--- config.mk ---
export PLATFORM = sky130hd
export DESIGN_NAME = els_line_event_status
export DESIGN_NICKNAME = d
export VERILOG_FILES = /design/src/verilog/els_pkg.sv /design/src/verilog/els_line_event_status.sv
export SDC_FILE = /design/constraint.sdc
export NUM_CORES = 1
export LEC_CHECK = 0
export BUFFER_PORTS_ARGS = -buffer_cell sky130_fd_sc_hd__buf_2
export CAP_MARGIN = 20
export CORE_MARGIN = 2
export CORE_UTILIZATION = 45
export DETAILED_ROUTE_END_ITERATION = 16
export PLACE_DENSITY = 0.82
export RECOVER_POWER = 100
export SKIP_LAST_GASP = 1
export SLEW_MARGIN = 25
export SYNTH_ARGS = -nofsm -noshare
export SYNTH_HDL_FRONTEND = slang
export SYNTH_SLANG_ARGS = --single-unit
--- constraint.sdc ---
create_clock -name CLK -period 2.55 [get_ports CLK]
set_input_delay 0.6375 -clock CLK [delete_from_list [all_inputs] [get_ports CLK]]
set_output_delay 0.6375 -clock CLK [all_outputs]
set_load 0.01 [all_outputs]
--- src/verilog/els_pkg.sv ---
// Constants of the E1 line event status block: register indexes, field positions,
// reset values and limits. Assumes a 32-bit APB master; byte address = index * 4.
package els_pkg;
    localparam int unsigned ADDR_W       = 12;
    localparam int unsigned BYTE_SHIFT   = 2;
    localparam int unsigned INDEX_W      = ADDR_W - BYTE_SHIFT;
    localparam logic [9:0]  IDX_ENABLE   = 10'h034;
    localparam logic [9:0]  IDX_FLAGS    = 10'h03b;
    localparam logic [9:0]  IDX_COUNT_HI = 10'h03c;
    localparam logic [9:0]  IDX_COUNT_LO = 10'h03d;
    localparam logic [9:0]  IDX_REF_CTRL = 10'h03e;
    localparam logic [9:0]  IDX_LINE_IND = 10'h03f;
    localparam logic [9:0]  IDX_FRM_IND  = 10'h040;
    localparam logic [9:0]  IDX_LINK_IND = 10'h041;
    localparam int unsigned BIT_TEMPLATE = 6;
    localparam int unsigned BIT_TX_FIFO  = 5;
    localparam int unsigned BIT_RX_FIFO  = 4;
    localparam int unsigned BIT_ZERO     = 2;
    localparam int unsigned BIT_VIOL     = 1;
    localparam int unsigned BIT_CNTOV    = 0;
    localparam int unsigned BIT_REF_SEL  = 0;
    localparam int unsigned BIT_LINE_IND = 0;
    localparam int unsigned BIT_ALARM    = 5;
    localparam logic [7:0]  FLAG_MASK    = 8'h77;
    localparam logic [7:0]  ENABLE_MASK  = 8'h77;
    localparam logic [7:0]  FLAGS_RESET  = 8'h00;
    localparam logic [7:0]  ENABLE_RESET = 8'h00;
    localparam logic [7:0]  REF_RESET    = 8'h00;
    localparam logic [15:0] COUNT_RESET  = 16'h0000;
    localparam logic [15:0] COUNT_MAX    = 16'hffff;
    localparam logic [15:0] COUNT_STEP   = 16'h0001;
    localparam int unsigned SUM_W        = 10;
    localparam logic signed [9:0] DAC_LIMIT = 10'sd63;
endpackage

--- src/verilog/els_line_event_status.sv ---
// E1 line event status block: sticky line error flags, zero error counter,
// interrupt enable and pin, reference clock selection and module indications.
// Assumes an APB master on CLK and event inputs synchronous to CLK.
`timescale 1ns/1ps
module els_line_event_status (
    input  wire logic                       CLK,
    input  wire logic                       RST,
    input  wire logic                       PSEL,
    input  wire logic                       PENABLE,
    input  wire logic                       PWRITE,
    input  wire logic [els_pkg::ADDR_W-1:0] PADDR,
    input  wire logic [31:0]                PWDATA,
    input  wire logic [3:0]                 PSTRB,
    output logic      [31:0]                PRDATA,
    output logic                            PREADY,
    output logic                            PSLVERR,
    input  wire logic                       TEMPLATE_CHECK,
    input  wire logic                       TEMPLATE_MULTI_UI,
    input  wire logic signed [els_pkg::SUM_W-1:0] TEMPLATE_SUM,
    input  wire logic                       TX_FIFO_OVERFLOW,
    input  wire logic                       TX_FIFO_UNDERFLOW,
    input  wire logic                       RX_FIFO_OVERFLOW,
    input  wire logic                       RX_FIFO_UNDERFLOW,
    input  wire logic                       EXCESS_ZEROS,
    input  wire logic                       BIPOLAR_VIOLATION,
    input  wire logic                       CODE_VIOLATION,
    input  wire logic                       LOSS_OF_SIGNAL,
    input  wire logic                       MASTER_CLOCK,
    output logic                            REFERENCE_CLOCK_OUTPUT,
    input  wire logic [7:0]                 LINE_SUB_IRQ,
    input  wire logic                       ALARM_IRQ,
    input  wire logic [4:0]                 FRAMER_IRQ,
    input  wire logic [7:0]                 LINK_IRQ,
    output logic                            IRQ
);
    logic [7:0]  flags;
    logic [7:0]  enable;
    logic [7:0]  ref_ctrl;
    logic [15:0] zero_count;
    logic [7:0]  next_flags;
    logic [15:0] next_count;

    // Address decode; registers sit on aligned words only
    logic [els_pkg::INDEX_W-1:0] reg_index;
    logic aligned;
    logic hit_enable;
    logic hit_flags;
    logic hit_cnt_hi;
    logic hit_cnt_lo;
    logic hit_ref;
    logic hit_line;
    logic hit_frm;
    logic hit_link;
    logic mapped;
    logic setup_phase;
    logic access_phase;
    logic write_taken;

    assign reg_index    = PADDR[els_pkg::ADDR_W-1:els_pkg::BYTE_SHIFT];
    assign aligned      = (PADDR[els_pkg::BYTE_SHIFT-1:0] == 2'h0);
    assign hit_enable   = aligned & (reg_index == els_pkg::IDX_ENABLE);
    assign hit_flags    = aligned & (reg_index == els_pkg::IDX_FLAGS);
    assign hit_cnt_hi   = aligned & (reg_index == els_pkg::IDX_COUNT_HI);
    assign hit_cnt_lo   = aligned & (reg_index == els_pkg::IDX_COUNT_LO);
    assign hit_ref      = aligned & (reg_index == els_pkg::IDX_REF_CTRL);
    assign hit_line     = aligned & (reg_index == els_pkg::IDX_LINE_IND);
    assign hit_frm      = aligned & (reg_index == els_pkg::IDX_FRM_IND);
    assign hit_link     = aligned & (reg_index == els_pkg::IDX_LINK_IND);
    assign mapped       = hit_enable | hit_flags | hit_cnt_hi | hit_cnt_lo
                        | hit_ref | hit_line | hit_frm | hit_link;
    assign setup_phase  = PSEL & ~PENABLE;
    assign access_phase = PSEL & PENABLE;
    assign write_taken  = access_phase & PWRITE & PSTRB[0] & mapped;

    assign PREADY  = 1'b1;
    assign PSLVERR = access_phase & ~mapped;

    // Write strobes per register; read-only registers ignore writes
    logic       wr_enable;
    logic       wr_flags;
    logic       wr_ref;
    logic [7:0] clear_bits;

    assign wr_enable  = write_taken & hit_enable;
    assign wr_flags   = write_taken & hit_flags;
    assign wr_ref     = write_taken & hit_ref;
    assign clear_bits = wr_flags ? PWDATA[7:0] : 8'h00;

    // Line events
    logic over_high;
    logic over_low;
    logic template_over;
    logic tx_fifo_fault;
    logic rx_fifo_fault;
    logic violation;
    logic count_wrap;
    logic [7:0] events;

    assign over_high     = TEMPLATE_SUM > els_pkg::DAC_LIMIT;
    assign over_low      = TEMPLATE_SUM < -els_pkg::DAC_LIMIT;
    assign template_over = TEMPLATE_CHECK & TEMPLATE_MULTI_UI
                         & (over_high | over_low);
    assign tx_fifo_fault = TX_FIFO_OVERFLOW | TX_FIFO_UNDERFLOW;
    assign rx_fifo_fault = RX_FIFO_OVERFLOW | RX_FIFO_UNDERFLOW;
    assign violation     = BIPOLAR_VIOLATION | CODE_VIOLATION;
    assign count_wrap    = EXCESS_ZEROS & (zero_count == els_pkg::COUNT_MAX);

    always_comb begin
        events = 8'h00;
        events[els_pkg::BIT_TEMPLATE] = template_over;
        events[els_pkg::BIT_TX_FIFO]  = tx_fifo_fault;
        events[els_pkg::BIT_RX_FIFO]  = rx_fifo_fault;
        events[els_pkg::BIT_ZERO]     = EXCESS_ZEROS;
        events[els_pkg::BIT_VIOL]     = violation;
        events[els_pkg::BIT_CNTOV]    = count_wrap;
    end

    // A new event outweighs a clear written in the same cycle
    assign next_flags = ((flags & ~clear_bits) | events) & els_pkg::FLAG_MASK;
    assign next_count = EXCESS_ZEROS ? zero_count + els_pkg::COUNT_STEP
                                     : zero_count;

    always_ff @(posedge CLK or posedge RST) begin
        if (RST) begin
            flags      <= els_pkg::FLAGS_RESET;
            zero_count <= els_pkg::COUNT_RESET;
        end else begin
            flags      <= next_flags;
            zero_count <= next_count;
        end
    end

    always_ff @(posedge CLK or posedge RST) begin
        if (RST) begin
            enable   <= els_pkg::ENABLE_RESET;
            ref_ctrl <= els_pkg::REF_RESET;
        end else begin
            if (wr_enable) begin
                enable <= PWDATA[7:0] & els_pkg::ENABLE_MASK;
            end
            if (wr_ref) begin
                ref_ctrl <= PWDATA[7:0] & (8'h01 << els_pkg::BIT_REF_SEL);
            end
        end
    end

    // Interrupt pin and module indications
    logic [7:0] pending;
    logic [7:0] line_ind;
    logic [7:0] frm_ind;
    logic [7:0] link_ind;

    assign pending = flags & enable;
    assign IRQ     = |pending;

    always_comb begin
        line_ind = 8'h00;
        line_ind[els_pkg::BIT_LINE_IND] = (|LINE_SUB_IRQ) | (|pending);
        frm_ind = {3'h0, FRAMER_IRQ};
        frm_ind[els_pkg::BIT_ALARM] = ALARM_IRQ;
        link_ind = LINK_IRQ;
    end

    // Read data is latched in the setup cycle and stands through the access
    logic [7:0] read_value;

    assign read_value = hit_enable ? enable
                      : hit_flags  ? flags
                      : hit_cnt_hi ? zero_count[15:8]
                      : hit_cnt_lo ? zero_count[7:0]
                      : hit_ref    ? ref_ctrl
                      : hit_line   ? line_ind
                      : hit_frm    ? frm_ind
                      : hit_link   ? link_ind
                      : 8'h00;

    always_ff @(posedge CLK or posedge RST) begin
        if (RST) begin
            PRDATA <= 32'h0000_0000;
        end else if (setup_phase) begin
            PRDATA <= (PWRITE ? 32'h0000_0000 : {24'h00_0000, read_value});
        end
    end

    // Reference clock output: master clock, or high during signal loss if selected
    logic ref_hold_high;

    assign ref_hold_high = LOSS_OF_SIGNAL & ref_ctrl[els_pkg::BIT_REF_SEL];

    always_ff @(posedge CLK or posedge RST) begin
        if (RST) begin
            REFERENCE_CLOCK_OUTPUT <= 1'b0;
        end else begin
            REFERENCE_CLOCK_OUTPUT <= ref_hold_high ? 1'b1 : MASTER_CLOCK;
        end
    end
endmodule

# Yosys cells after proc, flatten, opt, wreduce, memory -nomap -nowiden
# Index checks and enable logic that the tools add are counted.
# word_totals
reg_bits	62
inputBits	96
out_inout_bits	36
wordCells	71
# classes
add_sub_neg	1
n_lt_le_gt_ge	2
eq_ne	9
mux	11
bitwise_logic	39
n_reduce_logical	3
# ops
op	n
two-way mux 8 bit	9
equality test 10 x 6 -> 1 bit, second input constant	6
bitwise AND 1 bit	21
equality test 10 x 7 -> 1 bit, second input constant	2
adder 16 x 1 -> 16 bit, second input constant	1
equality test 16 bit, second input constant	1
OR reduction 8 bit	2
bitwise AND 7 bit	2
OR 1 bit	12
> comparator 10 x 7 -> 1 bit, second input constant	1
less-than comparator 10 x 7 -> 1 bit, second input constant	1
two-way mux 7 bit	1
NOT 7 bit	1
OR 7 bit	1
logical NOT 2 bit	1
NOT 1 bit	2
two-way mux 1 bit	1

# Longest topological paths before layout
# Gate-level depths: netlist of the first run.
# logic_depth
word_depth	15
mapped_depth	7
depth_no_buf	5

# Worst setup path before layout of the first run
# No wires, ideal clock.
# synth_path
path_type	input to output
startpoint	input port PADDR[1] (netlist name)
endpoint	output port PSLVERR
t_arrival_ns	1.808
required_time_ns	1.913
setup_slack_ns	0.105
cell_stages	4
path_buffers	1
cell_sequence	or3_1 > buf_6 > nor4b_1 > nor3_1
# synth_between
elab_chain_cells	11
elab_cells_between_ends	18
classes_between	bitwise (17); reduce/logical (1)
# synth_rtl
item	line	text
start, declared	els_line_event_status.sv:11	input wire logic [els_pkg::ADDR_W-1:0] PADDR,
logical NOT 2 bit *	els_line_event_status.sv:60	assign aligned = (PADDR[els_pkg::BYTE_SHIFT-1:0] == 2'h0);
bitwise AND 1 bit, on equally long branches	els_line_event_status.sv:61, els_line_event_status.sv:62	
OR 1 bit (3 in a row)	els_line_event_status.sv:69	assign mapped = hit_enable | hit_flags | hit_cnt_hi | hit_cnt_lo
OR 1 bit (3 in a row)	els_line_event_status.sv:70	| hit_ref | hit_line | hit_frm | hit_link;
OR 1 bit *	els_line_event_status.sv:70	
NOT 1 bit *	els_line_event_status.sv:76	assign PSLVERR = access_phase & ~mapped;
bitwise AND 1 bit *	els_line_event_status.sv:76	
end, declared	els_line_event_status.sv:16	output logic PSLVERR,
# Mark *: on every way between the ends. The rest lies on a longest branch, timed or not.

# Worst setup path in the final report of the first run
# Ends and elaborated chain as after synthesis.

==> qor.txt, run 1 <==
status = finished, final reports clean
Die ar. = 5850 sq um
DP Area = 2860 sq um
synthesis-stage register bit count = 38
Post-synth top flop = dfrtp_1
Die Wd = 76.5 microns
switching share of power = 28.9%
nets = 426
non-filler cells, final = 400
Slew Viols, Final = 0
vias in the first global route = 2078
Finished Core Util = 57.3%
ANT cells = 0
minimum clock period = 2.46 ns
R2R Path Start = zero_count[0]
initial antenna violation count = 0
top cell type by total area after synthesis = dfrtp_1
Initial Util = 46.5%
asr flop ratio synth = 100%
power share of the combinational group = 16.7%
Clk Latency, worst-skew pair = 0.29 ns
Synth area leaders = dfrtp_1 (40%), buf_4 (7.9%), mux2_2 (5.2%), xnor2_1 (4.4%), nand4_1 (2.9%)
cell repeated most along the worst path = clkbuf_1
hold_ws = 0.505 ns
share of power burned in the clock network = 30.9%
Hold Violations, Final = 0
setup violators final = 0
Wirelength per Cell = 15.1 microns
Mapped Avg Cell Area = 10.2 sq um
gpl congestion = 0.895
first-pass GRT wire length = 9.85 mm
hpwl dp = 4.76 mm
fmax = 0.407 GHz
GR Util All Layers = 21.2%
Synthesis Warnings = 0
Congestion Overflow GR = 0
Worst path slowest cell = or3_4
Netlist cell types = 60
Worst-Margin Slew = 1.33 ns
clock buffer depth = 2
Area Growth Syn to Fin = 23.0%
Placed Cells = 392
Design Area, Final = 2910 sq um
maximum vdd drop = 0.000450 V
Starting DRT DRC Count = 109
Slew headroom = 11.2%
post-synth top area share = 40.3%
CP Class = input pin to output port
Pwr per Cell Area = 479 nW/um^2
unrepaired setup endpoints after global routing = false
Post-synth top cells = dfrtp_1 (38), buf_4 (25), nand2_1 (18)
cts bufs inserted = 5
Clock Pin Slew Worst Setup and Hold Paths = 0.07 ns
worst hold path class = register to register
Die Y = 76.5 microns
Setup crit end kind = output port
Leak = 1.30 nW
DRC = 0
Post-Synthesis Cell Area = 2360 sq um
CTS tree = yes
vias per cell = 5.48
NetSw = 403 uW
most numerous cell in the Yosys netlist = dfrtp_1
Post-DRT Antenna Nets = 0
htree depth = 2
Reg power frac = 52.4%
min-delay src = zero_count[6]
First-pass DRT Iterations = 5
max_cap viols = 0
pin count of the biggest net entering global routing = 26
share of cells above drive strength 1 = 31.5%
IO Port Bufs = 77
num rows = 26
Root Driver = clkbuf_8
setup TNS = 0 ns
Core ar. = 5070 sq um
crit path DAT = 1.82 ns
pre-CTS WS = 0.00213 ns
endpoint required time on the critical path = 1.91 ns
CP Max Fanout = 6
Internal = 990 uW
clock sinks = 38
Via Count = 2190
routed wire length = 6.02 mm
setup ws final = 0.0929 ns
Post-synth EDFFs = 0
total power = 1.39 mW
final period utilization = 96.4%
io pins = 132
crit start category = input pin
sequential fraction of the synthesis area = 40.3%
Max Clock Skew = 0.00361 ns
Mapped Cells = 232
crit-path max cell delay = 0.43 ns
Worst setup startpoint = PADDR[1]
Critical Path, Cell by Cell = clkbuf_1, or3_4, nor4b_2, clkbuf_1, nor3_1, buf_2
## final timing paths
kind / to / slack (ns) / cells past startpoint
setup reg to reg: zero_count[14] / 0.88 / 5
min in group asynchronous: flags[2] / 0.54 / 3
max in group asynchronous: zero_count[5] / 0.97 / 3
hold reg to reg: zero_count[6] / 0.50 / 1
hold / removal: zero_count[6] / 0.50 / 1
setup / recovery: PSLVERR / 0.09 / 6
## what timing repair did
item / in CTS / in global routing
gates cloned: 0 / 0
hold buffers: 0 / 0
endpoints found under the setup margin: 1 / 1
gates resized for setup: 1 / 1
setup buffers: 0 / 0
## power by group through the flow
stage | combinational, mW | sequential, mW | clock [mW]
floorplan | 0.170 | 0.718 | 0
global placement | 0.228 | 0.738 | 0
detailed placement | 0.235 | 0.740 | 0
CTS | 0.238 | 0.728 | 0.439
global route | 0.265 | 0.739 | 0.464
finish | 0.232 | 0.730 | 0.431
## state kept, by name, summed over array words and instances, names as in the netlist
name and cells:
ref_ctrl 1, enable 6, REFERENCE_CLOCK_OUTPUT 1, flags 6, PRDATA 8, zero_count 16
## cells by family after synthesis
logic type | share of synthesized area (%)
AO/OA/AOI/OAI | 14.4
other | 0.318
AND/OR/NAND/NOR | 23.0
buffers and inverters | 9.43
XOR/XNOR | 5.56
adder cells (fa/ha/maj) | 0.530
flip-flops | 40.3
multiplexers | 6.51
## critical path, delay by kind of cell
| family | cells | cell delay (ns) |
|---|---|---|
| buffers and inverters | 3 | 0.41 |
| and+or+nand+nor | 3 | 0.76 |
## final cells by class
class / count / area [sq um]
fillers: 466 / 2170
multi-input cells: 185 / 1270
flip-flops and latches: 38 / 951
repair buffers: 97 / 503
well taps: 70 / 87.6
clock buffers: 7 / 86.3
inverters: 2 / 7.51
clock inverters: 1 / 5.00
## cells in the final DEF, fill, tap and decap left out, drive strengths merged, types with 4 or more instances in the layout
cell / Yosys / layout
a211o: 4 / 4
dfrtp: 38 / 38
nand3: 6 / 6
a21oi: 4 / 4
nor3: 6 / 6
xnor2: 12 / 12
mux2: 11 / 11
buf: 28 / 79
nor4: 5 / 5
and3: 4 / 4
a32o: 4 / 4
conb: 2 / 25
nand4: 11 / 11
nor2: 13 / 13
nand2: 18 / 18
clkbuf: 2 / 25
## per-layer routing
metal	wire length (microns)	track usage (%)
met1	2640	29.0
met2	2840	33.7
met3	440	4.50
met4	99	6.73
met5	0	0
No activity file was read; power rests on OpenSTA's default activity.
==> inputs of run 2 (changes only) <==
- BUFFER_PORTS_ARGS: -buffer_cell sky130_fd_sc_hd__buf_2 -> not set
- DONT_BUFFER_PORTS: not set -> 1
- PLACE_DENSITY: 0.82 -> 0.61
- TNS_END_PERCENT: not set -> 50
==> run 2 against run 1 <==
Against the previous run: critical path depth fell by 3; largest cell class unchanged; critical path type unchanged; flip-flop and latch count did not move; highest routed layer unchanged; total power rose by 0.12%; clock-buffer cell count is the same; clock skew grew 0.0054 ns.
==> qor.txt, run 2 (same netlist as run 1, synthesis figures left out) <==
status = finished, final reports clean
Die ar. = 5850 sq um
Worst setup startpoint = PADDR[1]
unrepaired setup endpoints after global routing = false
FF-to-FF setup slack = 0.84 ns
Core ar. = 5070 sq um
Biggest register = zero_count
num rows = 26
non-filler cells, final = 316
Worst R2R Path Depth = 5
commonest non-fill, non-tap cells in the layout = dfrtp_1 (38), conb_1 (25), nand2_1 (18)
Largest register FFs = 16
top flop regs = zero_count (16), PRDATA (8)
Clock Pin Slew Worst Setup and Hold Paths = 0.07 ns
CTS-repair resized insts = 0
Slew headroom = 38.8%
IO Port Bufs = 0
met2 Use GR = 31.0%
met3 usage = 4.74%
fillers = 510
Wirelength per Cell = 17.9 microns
pin count of the biggest net entering global routing = 39
nets = 342
Worst path slowest cell = nor4b_1
Area Growth Syn to Fin = 5.46%
DRC = 0
CTS tree = yes
Die Wd = 76.5 microns
fmax = 0.418 GHz
Initial Util = 46.5%
Max Clock Skew = 0.00903 ns
routed wire length = 5.66 mm
max_cap viols = 0
ANT cells = 0
setup TNS = 0 ns
First-pass DRT Iterations = 4
GR Util All Layers = 19.7%
htree depth = 2
io pins = 132
crit-path max cell delay = 0.50 ns
setup bufs post-CTS = 0
CP Class = input pin to output port
vias in the first global route = 1766
setup violators final = 0
minimum clock period = 2.39 ns
Worst-Margin Slew = 0.918 ns
crit path DAT = 1.76 ns
most common cell after layout, fill and taps aside = dfrtp_1
Starting DRT DRC Count = 91
clock sinks = 38
final period utilization = 93.9%
Setup crit end kind = output port
endpoint required time on the critical path = 1.91 ns
Die Y = 76.5 microns
met1 Use GR = 26.7%
Leak = 1.02 nW
crit start category = input pin
cts bufs inserted = 5
R2R Path End = zero_count[14]
Hold Violations, Final = 0
min-delay src = EXCESS_ZEROS
hold_ws = 0.433 ns
hold depth = 1
worst hold path class = input pin to register
setup ws final = 0.156 ns
CP top delay family = simple AND/OR/NAND/NOR gates
clock buffer depth = 2
Post-CTS Hold Buffers = 0
Via Count = 1894
Critical Path, Cell by Cell = or3_1, nor4b_1, nor3_1
Congestion Overflow GR = 0
CP Max Fanout = 3
share of cells above drive strength 1 = 13.4%
Pwr per Cell Area = 560 nW/um^2
total power = 1.39 mW
Post-DRT Antenna Nets = 0
busiest grt layer = met2
CP bufs+invs = 0
R2R Path Start = zero_count[0]
Placed Cells = 308
gpl congestion = 0.807
maximum vdd drop = 0.000362 V
Worst path depth = 3
hpwl dp = 4.42 mm
pre-CTS WS = 0.172 ns
Root Driver = clkbuf_8
vias per cell = 5.99
first-pass GRT wire length = 8.96 mm
Slew Viols, Final = 0
initial antenna violation count = 0
Clk Latency, worst-skew pair = 0.29 ns
hold endpoint = zero_count[0]
run 2: cell types whose count changed in the layout (fill, tap and decap cells not counted):
cell	before	now
or3_4	1	0
nor2_4	1	0
nor4b_1	1	2
clkbuf_2	0	1
or3_1	0	1
buf_4	16	11
bufinv_16	0	1
nor2_1	12	13
buf_2	63	0
clkbuf_8	6	5
clkbuf_1	19	3
nor4b_2	2	1
clkinv_2	1	0
run 2: final cells by class:
cell class | instances | area (sq um) | share of cell area, %
timing repair buffer | 13 | 91.3 | 3.67
sequential | 38 | 951 | 38.2
multi-input combinational | 185 | 1250 | 50.1
inverter | 2 | 7.51 | 0.301
tap | 70 | 87.6 | 3.52
clock buffer | 7 | 76.3 | 3.06
clock inverter | 1 | 30.0 | 1.21
run 2: where the power goes:
group          internal, mW  switching, mW  total, mW
Sequential            0.655         0.0770      0.732
Clock                 0.293          0.205      0.498
Combinational        0.0779         0.0864      0.164
run 2: layer usage:
metal  wire length, microns  vias to the layer above
met4                     63                        0
met5                      0                        -
met1                   2450                      923
met3                    480                        6
li1                       -                      863
met2                   2660                      102
run 2: worst register-to-register path, stage by stage (launching register included):
cell,delay [ns]
dfrtp_1,0.48
ha_1,0.26
nand2_1,0.12
nor3_1,0.43
nand4_1,0.17
xnor2_1,0.14
run 2: worst max-delay path by stage:
stage                          to  slack (ns)
after floorplan           PSLVERR        0.10
after global placement    PSLVERR        0.14
after detailed placement  PSLVERR        0.17
after CTS                 PSLVERR        0.15
after global routing      PSLVERR        0.03
final                     PSLVERR        0.16
run 2: stage by stage:
step / utilization (%) / area, sq um
2_1_floorplan: - / 2450
6_report: 49.1 / 2490
3_3_place_gp: 47.7 / 2420
5_1_grt: 49.1 / 2490
3_5_place_dp: 47.7 / 2420
4_1_cts: 49.8 / 2520
